### src/pkg/phy_event_cfg.svh
`ifndef PHY_EVENT_CFG_SVH
`define PHY_EVENT_CFG_SVH

// Register indices; the AXI byte address is four times the index
`define ADDR_W 8
`define EVENT_MASK_IDX 8'h12
`define EVENT_STATUS_IDX 8'h13
`define GEN_CONFIG_IDX 8'h14

// Reset values
`define EVENT_MASK_RESET 16'h0000
`define EVENT_STATUS_RESET 16'h0000
`define GEN_CONFIG_RESET 16'h29c7

// Status fields that latch high and clear when read
`define STATUS_LATCH_MASK 16'hfdf3
// Status fields that only mirror a level
`define STATUS_LEVEL_MASK 16'h020c
`define ST_EEE_ERR_BIT 9
`define ST_WAKE_BIT 3
`define ST_MAC_BUF_BIT 2

// Configuration field positions
`define CFG_PD_PROBE_BIT 15
`define CFG_TX_ERR_SUPPRESS_BIT 14
`define CFG_INT_POLARITY_BIT 13
`define CFG_SOFT_RESET_BIT 12
`define CFG_ATTEMPT_HI 11
`define CFG_ATTEMPT_LO 10
`define CFG_DOWNSHIFT_EN_BIT 9
`define CFG_ENHANCED_BIT 8
`define CFG_SERIAL_NEG_BIT 7
`define CFG_TEN_FALLBACK_BIT 6
`define CFG_TXCLK_HI 5
`define CFG_TXCLK_LO 4
`define CFG_COL_FD_BIT 3
`define CFG_OLD_SCRAMBLER_BIT 2
`define CFG_MASTER_SEMI_BIT 1
`define CFG_SLAVE_SEMI_BIT 0

// AXI responses
`define RESP_OKAY 2'b00
`define RESP_SLVERR 2'b10

`endif

### src/pkg/phy_event_pkg.sv
`default_nettype none
package phy_event_pkg;
  typedef logic [15:0] reg16_t;
  typedef logic [7:0] addr_t;
  typedef enum logic [1:0] {
    TXCLK_2M5,
    TXCLK_25M,
    TXCLK_OFF_A,
    TXCLK_OFF_B
  } tx_clk_sel_e;
endpackage
`default_nettype wire

### src/core/phy_event_status_and_config.sv
// The AXI4-Lite interface to the registers was left to the implementer.
`include "phy_event_cfg.svh"
`default_nettype none

module phy_event_status_and_config (
  input wire logic clk_sys_i,
  input wire logic rst_n_i,
  // AXI4-Lite slave
  input wire logic s_axi_awvalid_i,
  output logic s_axi_awready_o,
  input wire phy_event_pkg::addr_t s_axi_awaddr_i,
  input wire logic [2:0] s_axi_awprot_i,
  input wire logic s_axi_wvalid_i,
  output logic s_axi_wready_o,
  input wire logic [31:0] s_axi_wdata_i,
  input wire logic [3:0] s_axi_wstrb_i,
  output logic s_axi_bvalid_o,
  input wire logic s_axi_bready_i,
  output logic [1:0] s_axi_bresp_o,
  input wire logic s_axi_arvalid_i,
  output logic s_axi_arready_o,
  input wire phy_event_pkg::addr_t s_axi_araddr_i,
  input wire logic [2:0] s_axi_arprot_i,
  output logic s_axi_rvalid_o,
  input wire logic s_axi_rready_i,
  output logic [31:0] s_axi_rdata_o,
  output logic [1:0] s_axi_rresp_o,
  // Event sources: event_pulse_i carries one-cycle pulses at status register bit positions; the next three inputs are live levels
  input wire phy_event_pkg::reg16_t event_pulse_i,
  input wire logic energy_efficient_error_i,
  input wire logic wake_packet_seen_i,
  input wire logic mac_buffer_overrun_i,
  input wire logic powered_device_probe_set_i,
  // Interrupt pin, polarity programmable
  output logic interrupt_pin_o,
  // Configuration outputs
  output logic powered_device_probe_enable_o,
  output logic serial_tx_error_suppress_o,
  output logic serial_soft_reset_o,
  output logic [3:0] downshift_attempt_count_o,
  output logic downshift_enable_o,
  output logic downshift_enhanced_enable_o,
  output logic serial_link_negotiation_enable_o,
  output logic downshift_to_ten_enable_o,
  output phy_event_pkg::tx_clk_sel_e tx_clock_select_o,
  output logic tx_clock_enable_o,
  output logic collision_in_full_duplex_enable_o,
  output logic old_scrambler_autoselect_o,
  output logic master_semi_cross_enable_o,
  output logic slave_semi_cross_enable_o
);
  import phy_event_pkg::*;

  localparam addr_t MASK_ADDR = addr_t'({`EVENT_MASK_IDX, 2'b00});
  localparam addr_t STATUS_ADDR = addr_t'({`EVENT_STATUS_IDX, 2'b00});
  localparam addr_t CONFIG_ADDR = addr_t'({`GEN_CONFIG_IDX, 2'b00});

  // Bus state
  logic aw_have_q, aw_have_d;
  logic w_have_q, w_have_d;
  addr_t awaddr_q, awaddr_d;
  logic [31:0] wdata_q, wdata_d;
  logic [3:0] wstrb_q, wstrb_d;
  logic bvalid_q, bvalid_d;
  logic [1:0] bresp_q, bresp_d;
  logic rvalid_q, rvalid_d;
  logic [31:0] rdata_q, rdata_d;
  logic [1:0] rresp_q, rresp_d;

  // Register state
  reg16_t mask_q, mask_d;
  reg16_t status_q, status_d;
  reg16_t config_q, config_d;
  logic soft_pulse_q, soft_pulse_d;
  logic int_pin_q, int_pin_d;

  logic aw_fire, w_fire, ar_fire, do_write, status_read;
  addr_t wr_addr;
  logic [31:0] wr_data;
  logic [3:0] wr_strb;
  reg16_t wr_bytes;
  reg16_t status_view;
  logic pending;

  assign s_axi_awready_o = !aw_have_q && !bvalid_q;
  assign s_axi_wready_o = !w_have_q && !bvalid_q;
  assign s_axi_arready_o = !rvalid_q;
  assign aw_fire = s_axi_awvalid_i && s_axi_awready_o;
  assign w_fire = s_axi_wvalid_i && s_axi_wready_o;
  assign ar_fire = s_axi_arvalid_i && s_axi_arready_o;
  assign do_write = (aw_have_q || aw_fire) && (w_have_q || w_fire);
  assign wr_addr = aw_have_q ? awaddr_q : s_axi_awaddr_i;
  assign wr_data = w_have_q ? wdata_q : s_axi_wdata_i;
  assign wr_strb = w_have_q ? wstrb_q : s_axi_wstrb_i;
  assign status_read = ar_fire && (s_axi_araddr_i == STATUS_ADDR);

  // Level indications are read live so they never go stale between reads
  always_comb begin
    status_view = status_q;
    status_view[`ST_EEE_ERR_BIT] = energy_efficient_error_i;
    status_view[`ST_WAKE_BIT] = wake_packet_seen_i;
    status_view[`ST_MAC_BUF_BIT] = mac_buffer_overrun_i;
  end

  assign pending = |(status_view & mask_q);

  // Write and read channel handling
  always_comb begin
    aw_have_d = aw_have_q;
    w_have_d = w_have_q;
    awaddr_d = awaddr_q;
    wdata_d = wdata_q;
    wstrb_d = wstrb_q;
    bvalid_d = bvalid_q;
    bresp_d = bresp_q;
    rvalid_d = rvalid_q;
    rdata_d = rdata_q;
    rresp_d = rresp_q;
    if (aw_fire) begin
      aw_have_d = 1'b1;
      awaddr_d = s_axi_awaddr_i;
    end
    if (w_fire) begin
      w_have_d = 1'b1;
      wdata_d = s_axi_wdata_i;
      wstrb_d = s_axi_wstrb_i;
    end
    if (bvalid_q && s_axi_bready_i) begin
      bvalid_d = 1'b0;
    end
    if (do_write) begin
      aw_have_d = 1'b0;
      w_have_d = 1'b0;
      bvalid_d = 1'b1;
      // Status is readable but writes to it are silently accepted
      bresp_d = (wr_addr == MASK_ADDR || wr_addr == STATUS_ADDR || wr_addr == CONFIG_ADDR)
        ? `RESP_OKAY : `RESP_SLVERR;
    end
    if (rvalid_q && s_axi_rready_i) begin
      rvalid_d = 1'b0;
    end
    if (ar_fire) begin
      rvalid_d = 1'b1;
      rresp_d = `RESP_OKAY;
      unique case (s_axi_araddr_i)
        MASK_ADDR: rdata_d = {16'h0000, mask_q};
        STATUS_ADDR: rdata_d = {16'h0000, status_view};
        CONFIG_ADDR: rdata_d = {16'h0000, config_q};
        default: begin
          rdata_d = 32'h0000_0000;
          rresp_d = `RESP_SLVERR;
        end
      endcase
    end
  end

  // Register file: byte lanes 0 and 1 carry the 16-bit registers
  always_comb begin
    wr_bytes = {(wr_strb[1] ? wr_data[15:8] : 8'h00), (wr_strb[0] ? wr_data[7:0] : 8'h00)};
    mask_d = mask_q;
    config_d = config_q;
    soft_pulse_d = 1'b0;
    // Latch new events; a read clears only what it returned, the set wins
    status_d = status_q & ~(status_read ? `STATUS_LATCH_MASK : 16'h0000);
    status_d = status_d | (event_pulse_i & `STATUS_LATCH_MASK);
    if (do_write && wr_addr == MASK_ADDR) begin
      if (wr_strb[0]) mask_d[7:0] = wr_bytes[7:0];
      if (wr_strb[1]) mask_d[15:8] = wr_bytes[15:8];
    end
    if (do_write && wr_addr == CONFIG_ADDR) begin
      if (wr_strb[0]) config_d[7:0] = wr_bytes[7:0];
      if (wr_strb[1]) config_d[15:8] = wr_bytes[15:8];
      soft_pulse_d = wr_strb[1] && wr_bytes[`CFG_SOFT_RESET_BIT];
    end
    config_d[`CFG_SOFT_RESET_BIT] = 1'b0;
    if (powered_device_probe_set_i) begin
      config_d[`CFG_PD_PROBE_BIT] = 1'b1;
    end
    // Polarity applies to the pin, so a change never spikes the raw level
    int_pin_d = config_q[`CFG_INT_POLARITY_BIT] ? !pending : pending;
  end

  always_ff @(posedge clk_sys_i or negedge rst_n_i) begin
    if (!rst_n_i) begin
      aw_have_q <= 1'b0;
      w_have_q <= 1'b0;
      awaddr_q <= 8'h00;
      wdata_q <= 32'h0000_0000;
      wstrb_q <= 4'h0;
      bvalid_q <= 1'b0;
      bresp_q <= `RESP_OKAY;
      rvalid_q <= 1'b0;
      rdata_q <= 32'h0000_0000;
      rresp_q <= `RESP_OKAY;
      mask_q <= `EVENT_MASK_RESET;
      status_q <= `EVENT_STATUS_RESET;
      config_q <= `GEN_CONFIG_RESET;
      soft_pulse_q <= 1'b0;
      int_pin_q <= 1'b1;
    end else begin
      aw_have_q <= aw_have_d;
      w_have_q <= w_have_d;
      awaddr_q <= awaddr_d;
      wdata_q <= wdata_d;
      wstrb_q <= wstrb_d;
      bvalid_q <= bvalid_d;
      bresp_q <= bresp_d;
      rvalid_q <= rvalid_d;
      rdata_q <= rdata_d;
      rresp_q <= rresp_d;
      mask_q <= mask_d;
      status_q <= status_d;
      config_q <= config_d;
      soft_pulse_q <= soft_pulse_d;
      int_pin_q <= int_pin_d;
    end
  end

  assign s_axi_bvalid_o = bvalid_q;
  assign s_axi_bresp_o = bresp_q;
  assign s_axi_rvalid_o = rvalid_q;
  assign s_axi_rdata_o = rdata_q;
  assign s_axi_rresp_o = rresp_q;
  assign interrupt_pin_o = int_pin_q;

  assign powered_device_probe_enable_o = config_q[`CFG_PD_PROBE_BIT];
  assign serial_tx_error_suppress_o = config_q[`CFG_TX_ERR_SUPPRESS_BIT];
  assign serial_soft_reset_o = soft_pulse_q;
  assign downshift_attempt_count_o =
    4'(4'h1 << config_q[`CFG_ATTEMPT_HI:`CFG_ATTEMPT_LO]);
  assign downshift_enable_o = config_q[`CFG_DOWNSHIFT_EN_BIT];
  assign downshift_enhanced_enable_o = config_q[`CFG_ENHANCED_BIT];
  assign serial_link_negotiation_enable_o = config_q[`CFG_SERIAL_NEG_BIT];
  assign downshift_to_ten_enable_o = config_q[`CFG_TEN_FALLBACK_BIT];
  assign tx_clock_select_o = tx_clk_sel_e'(config_q[`CFG_TXCLK_HI:`CFG_TXCLK_LO]);
  assign tx_clock_enable_o = !config_q[`CFG_TXCLK_HI];
  assign collision_in_full_duplex_enable_o = config_q[`CFG_COL_FD_BIT];
  assign old_scrambler_autoselect_o = config_q[`CFG_OLD_SCRAMBLER_BIT];
  assign master_semi_cross_enable_o = config_q[`CFG_MASTER_SEMI_BIT];
  assign slave_semi_cross_enable_o = config_q[`CFG_SLAVE_SEMI_BIT];
endmodule
`default_nettype wire

### config.mk
export PLATFORM = sky130hd
export DESIGN_NAME = phy_event_status_and_config
export DESIGN_NICKNAME = d
export VERILOG_FILES = /design/src/pkg/phy_event_pkg.sv /design/src/core/phy_event_status_and_config.sv
export VERILOG_INCLUDE_DIRS = /design/src /design/src/pkg
export SDC_FILE = /design/constraint.sdc
export NUM_CORES = 1
export LEC_CHECK = 0
export BUFFER_PORTS_ARGS = -buffer_cell sky130_fd_sc_hd__buf_4
export CAP_MARGIN = 10
export CORE_MARGIN = 3
export CORE_UTILIZATION = 57
export CTS_BUF_LIST = sky130_fd_sc_hd__clkbuf_8
export CTS_CLUSTER_DIAMETER = 200
export CTS_CLUSTER_SIZE = 12
export DETAILED_ROUTE_END_ITERATION = 7
export GPL_ROUTABILITY_DRIVEN = 0
export HOLD_SLACK_MARGIN = 0.08
export PLACE_DENSITY_LB_ADDON = 0.08
export SETUP_SLACK_MARGIN = 0.1
export SYNTH_ARGS = -nofsm -noshare
export SYNTH_HDL_FRONTEND = slang
export SYNTH_SLANG_ARGS = --single-unit
### constraint.sdc
create_clock -name clk_sys_i -period 3.2 [get_ports clk_sys_i]
set_input_delay 0.32 -clock clk_sys_i [delete_from_list [all_inputs] [get_ports clk_sys_i]]
set_output_delay 0.32 -clock clk_sys_i [all_outputs]
set_load 0.01 [all_outputs]
==> impl_metrics.ini, run 1 <==
[sta]
worstMarginPinSlew_ns = 0.907
finalCriticalPeriod_ns = 2.37
fmax_mhz = 421
rsz0062_at_grt = no
fin_crit_sh_pct = 74.2
skew_ns = 0.0103
report.final.slew_viol_count = 0
setup_tns_ns = 0
setup_viol = 0
slew_headroom_pct = 39.5
hold_viol_final = 0

[job]
maxCapViolations = 0

[logic_synthesis]
netlist_area_sq_um = 4480
synth_cell_type_count = 41
synth_edf_count = 0
synth_ff_type = dfrtp_1
synth_seq_cells = 94
yosysWarningCount = 0
synth_area_per_cell_sq_um = 12.9
postSynthCellCount = 347
async_reset_ff_share_pct = 100
ys_seq_area_share_pct = 52.7

[grt]
grt_max_degree = 56
antenna_found_initial = 0
grt-ovfl-total = 0
track_usage_pct = 23.2
grt_pass1_wl_um = 15800
grt_pass1_vias = 3191

[route]
antenna_left = 0
drt_wl_total_um = 9740
drc_errors = 0
vias = 3063
first_pass_iters = 4
vias_per_cell = 5.58
routedWlPerCell_um = 17.7
drtIter0Drc = 93

[cells_and_area]
drive_above_1_share_pct = 49.1
nets = 530
stdcell_count = 549
areaGrowthSynthToFinish_pct = 22.4
antenna_cells = 0

[worst_setup_path]
crit_required_ns = 3.44
path_class = register to register
cp-end-kind = register
crit_buf_inv = 0
crit_path_max_incr_delay_ns = 0.79
r2r_cells = 4
cp_data_arrival_time_ns = 2.61
start_kind = register
path_depth = 4
crit_path_max_fanout = 12
critPathSlowestCell = or4_1
crit_chain = nor4b_2 -> o22ai_2 -> or4_1 -> mux2_4
cpLargestDelayFamily = simple AND/OR/NAND/NOR gates

[clock_tree]
cts_max_path_buffers = 2
cts_buffers = 9
cts_setup_buffers = 0
insertion_delay_ns = 0.35
cts-root-buf = clkbuf_8
cts.clk_slew.worst_paths_ns = 0.09
cts_sinks = 94
cts_tree = built
htreeDepth = 3

[die]
start_util_pct = 60.2
num_rows = 31
die_area_sq_um = 8970
design.core.area_sq_um = 7450
die_w_um = 94.7
pin_count = 145
die_h_um = 94.7

[worst_hold_path]
worst_hold_path_type = input port to register
min_path_cells = 2

[power_and_ir_drop]
max-vdd-ir-drop_mv = 0.537
p_per_area_nw_per_um2 = 618
leakagePower_nw = 2.52

[place]
dp.cells = 532
io_buffers = 99
place_hpwl_um = 7150

[run_status]
status = completed
[worst register-to-register path, stage by stage (launching register included)]
cell and delay (ns):
dfrtp_1 0.53, nor4b_2 0.36, o22ai_2 0.19, or4_1 0.79, mux2_4 0.40
[final cells by class]
class / instances / area, sq um
inverter: 5 / 18.8
sequential: 94 / 2360
clock inverter: 6 / 115
multi-input combinational: 229 / 1930
fill: 518 / 1960
clock buffer: 10 / 138
timing repair buffer: 106 / 798
tap: 99 / 124
[path summary, 6_finish.rpt]
kind	slack, ns	to	start
worst max-delay path	0.83	config_q[3]	aw_have_q
worst min-delay path	0.14	status_q[8]	event_pulse_i[8]
worst max register to register	0.83	config_q[3]	aw_have_q
worst min register to register	0.49	s_axi_rdata_o[8]	s_axi_rdata_o[8]
max in group asynchronous	1.83	interrupt_pin_o	rst_n_i
min in group asynchronous	0.55	s_axi_rdata_o[11]	rst_n_i
[repair_timing]
action / 4_1_cts / 5_1_grt
endpoints found under the hold margin: 49 / 0
gates resized for setup: 0 / 0
hold buffers: 1 / 0
[stage by stage]
step           total power [mW]  util (%)  setup WS, ns  hold WS [ns]  instance area (sq um)
5_1_grt                    3.57      73.7         0.658         0.122                   5490
2_1_floorplan              2.18         -          1.25        0.0244                   4550
3_3_place_gp               2.41      70.2         0.826         0.408                   5230
3_5_place_dp               2.46      70.2         0.743         0.406                   5230
4_1_cts                    3.42      73.7         0.812         0.118                   5490
6_report                   3.39      73.7         0.827         0.137                   5490
[cells in the final DEF, fill, tap and decap left out, drive strengths merged, types with 3 or more instances in the layout]
cell | Yosys | routed
buf | 30 | 105
and2 | 3 | 3
a221oi | 4 | 4
a22oi | 16 | 16
mux2 | 85 | 85
clkbuf | 6 | 10
conb | 1 | 18
dfrtp | 85 | 85
a21o | 13 | 13
dfstp | 9 | 9
nand2 | 18 | 18
mux2i | 7 | 7
inv | 5 | 7
nor3b | 3 | 3
o21ai | 19 | 19
nor3 | 5 | 5
nor2 | 9 | 9
bufinv | 0 | 3
a22o | 5 | 5
nor2b | 4 | 4
[power by group]
group | switching [mW] | total, mW | internal (mW)
Sequential | 0.177 | 1.60 | 1.42
Clock | 0.418 | 0.964 | 0.546
Combinational | 0.354 | 0.832 | 0.478
[Yosys cell counts, types with 3 or more instances]
cell      count  area share (%)
dfrtp_1      85              47
and2_1        3            0.42
nand2_1      18             1.5
o21ai_0      18             2.0
nor2_1        9            0.75
mux2_2       71              18
mux2i_1       7             1.6
a22oi_1      16             2.7
a22o_1        5            0.98
dfstp_2       9             5.3
clkbuf_1      6            0.50
buf_4        20             3.3
inv_1         5            0.42
nor2b_1       4            0.56
mux2_1        6             1.5
a221oi_1      4            0.78
buf_2         7            0.78
a21o_1       13             2.2
nor3_1        3            0.33
mux2_4        8             2.7
[sequential cells by signal, indices dropped and copies added (netlist names)]
signal / count
interrupt_pin_o: 1
w_have_q: 1
serial_soft_reset_o: 1
s_axi_rvalid_o: 1
s_axi_bvalid_o: 1
status_q: 13
awaddr_q: 8
config_q: 15
s_axi_bresp_o: 1
s_axi_rdata_o: 16
aw_have_q: 1
wstrb_q: 2
s_axi_rresp_o: 1
wdata_q: 16
mask_q: 16
[cells by family (layout without fill, tap and decap cells)]
logic type	count (synthesis)	after routing	share of synthesized area, %
AND/OR/NAND/NOR	56	56	8.12
AO/OA/AOI/OAI	62	62	9.68
buffers and inverters	41	127	5.64
XOR/XNOR	1	1	0.195
other	1	18	0.0836
flip-flops	94	94	52.7
multiplexers	92	92	23.6
[routing by layer]
metal | track usage, % | vias up | share of wire (%)
met5 | 0 | - | 0
met4 | 7.45 | 0 | 0.67
met3 | 5.02 | 6 | 7.3
met2 | 37.2 | 115 | 50
met1 | 31.6 | 1531 | 42
li1 | - | 1411 | -
No activity file was read; power rests on OpenSTA's default activity.
==> run 2: changes to the inputs <==
CORE_UTILIZATION = 53   (was 57)
clock period = 2.4 ns   (was 3.2 ns; I/O delays follow)
==> impl_metrics.ini, run 2 (synthesis results as in run 1) <==
[sta]
worstMarginPinSlew_ns = 0.662
setup_tns_ns = 0
slew_headroom_pct = 55.4
fin_ws_ns = 0.241
skew_ns = 0.0119
setup_viol = 0
finalCriticalPeriod_ns = 2.16
fin_crit_sh_pct = 90.0
rsz0062_at_grt = no
hold_viol_final = 0
report.final.slew_viol_count = 0
fmax_mhz = 463

[grt]
grt_max_degree = 63
grt_pass1_vias = 3109
antenna_found_initial = 0
grt-ovfl-total = 0
track_usage_pct = 20.9
grt_pass1_wl_um = 16100

[route]
first_pass_iters = 4
vias = 3106
vias_per_cell = 5.44
drc_errors = 0
routedWlPerCell_um = 17.0
drtIter0Drc = 146
drt_wl_total_um = 9700
antenna_left = 0

[clock_tree]
cts_tree = built
cts_sinks = 94
cts_setup_buffers = 0
cts_buffers = 9
insertion_delay_ns = 0.35
htreeDepth = 3
cts_max_path_buffers = 2
cts-root-buf = clkbuf_8
cts.clk_slew.worst_paths_ns = 0.09

[die]
num_rows = 32
design.core.area_sq_um = 7970
die_w_um = 98.0
die_h_um = 98.0
pin_count = 145
start_util_pct = 56.3
die_area_sq_um = 9600

[worst_setup_path]
crit_chain = nor4b_2 -> o22ai_2 -> or4_1 -> buf_4 -> mux2_4
crit_buf_inv = 1
critPathSlowestCell = dfrtp_2
crit_path_max_incr_delay_ns = 0.51
cpLargestDelayFamily = simple AND/OR/NAND/NOR gates
start_kind = register
cp-end-kind = register
crit_path_max_fanout = 12
path_class = register to register
cp_data_arrival_time_ns = 2.40
crit_required_ns = 2.64

[power_and_ir_drop]
finalPower_mw = 4.56
leakagePower_nw = 2.60
clockPowerShare_pct = 28.3
max-vdd-ir-drop_mv = 0.756
combPwrFrac_pct = 25.4
switching_share_pct = 27.4
p_seq_share_pct = 46.3
intPower_mw = 3.31
power_switching_mw = 1.25
p_per_area_nw_per_um2 = 801

[place]
pre_cts_ws_ns = 0.132
dp.cells = 539
io_buffers = 99
place_hpwl_um = 7090

[cells_and_area]
nets = 549
layout_commonest_cell = buf_4
antenna_cells = 0
drive_above_1_share_pct = 48.4
areaGrowthSynthToFinish_pct = 27.0
n_fill_cell = 599
stdcell_count = 571
final_cell_mix = 108 x buf_4, 84 x dfrtp_1, 71 x mux2_2

[run_status]
status = completed

[worst_hold_path]
worst_hold_path_type = input port to register

[job]
maxCapViolations = 0
-- run 2: changes by cell type in the layout (fill, tap and decap cells not counted), sizes merged --
cell         delta
dlygate4sd3    +15
inv             -2
clkbuf          +1
buf             +4
clkinvlp        +1
-- run 2: power by group through the flow --
stage	registers [mW]	clock network (mW)	logic, mW
global route	2.16	1.38	1.28
detailed placement	2.14	0	1.15
finish	2.11	1.29	1.16
CTS	2.11	1.32	1.17
floorplan	2.08	0	0.830
global placement	2.12	0	1.12
-- run 2: routing by layer --
metal  GRT usage, %  share of wire [%]  up-vias
met1           30.1                 45     1524
met4           5.96               0.76        0
met5              0                  0        -
met3           4.00                7.1        8
met2           32.6                 47      122
li1               -                  -     1452
-- run 2: cell type report --
cell class | count | area (sq um) | area share (%)
tap | 102 | 128 | 2.24
timing repair buffer | 125 | 991 | 17.4
multi-input combinational | 229 | 1940 | 34.0
clock buffer | 11 | 151 | 2.66
inverter | 5 | 18.8 | 0.330
clock inverter | 5 | 105 | 1.85
sequential | 94 | 2360 | 41.5
-- run 2: final timing paths --
kind	cells past startpoint	end	slack [ns]	startpoint
min	2	wdata_q[11]	0.12	s_axi_wdata_i[11]
min reg2reg	2	s_axi_rdata_o[2]	0.49	s_axi_rdata_o[2]
max	5	config_q[5]	0.24	aw_have_q
max reg2reg	5	config_q[5]	0.24	aw_have_q
min in group asynchronous	2	mask_q[6]	0.36	rst_n_i
max in group asynchronous	3	config_q[13]	1.33	rst_n_i
-- run 2: per-stage QoR --
stage / instance area [sq um] / hold WS [ns] / util, %
2_1_floorplan: 4550 / -0.0556 / -
3_3_place_gp: 5270 / 0.213 / 66.2
3_5_place_dp: 5270 / 0.210 / 66.2
4_1_cts: 5690 / 0.108 / 71.4
5_1_grt: 5690 / 0.113 / 71.5
6_report: 5690 / 0.122 / 71.5
-- run 2: timing repair --
action                                  in CTS  in global routing
endpoints found under the setup margin       0                  9
gates resized for setup                      0                  2
endpoints found under the hold margin       44                  0
hold buffers                                16                  0
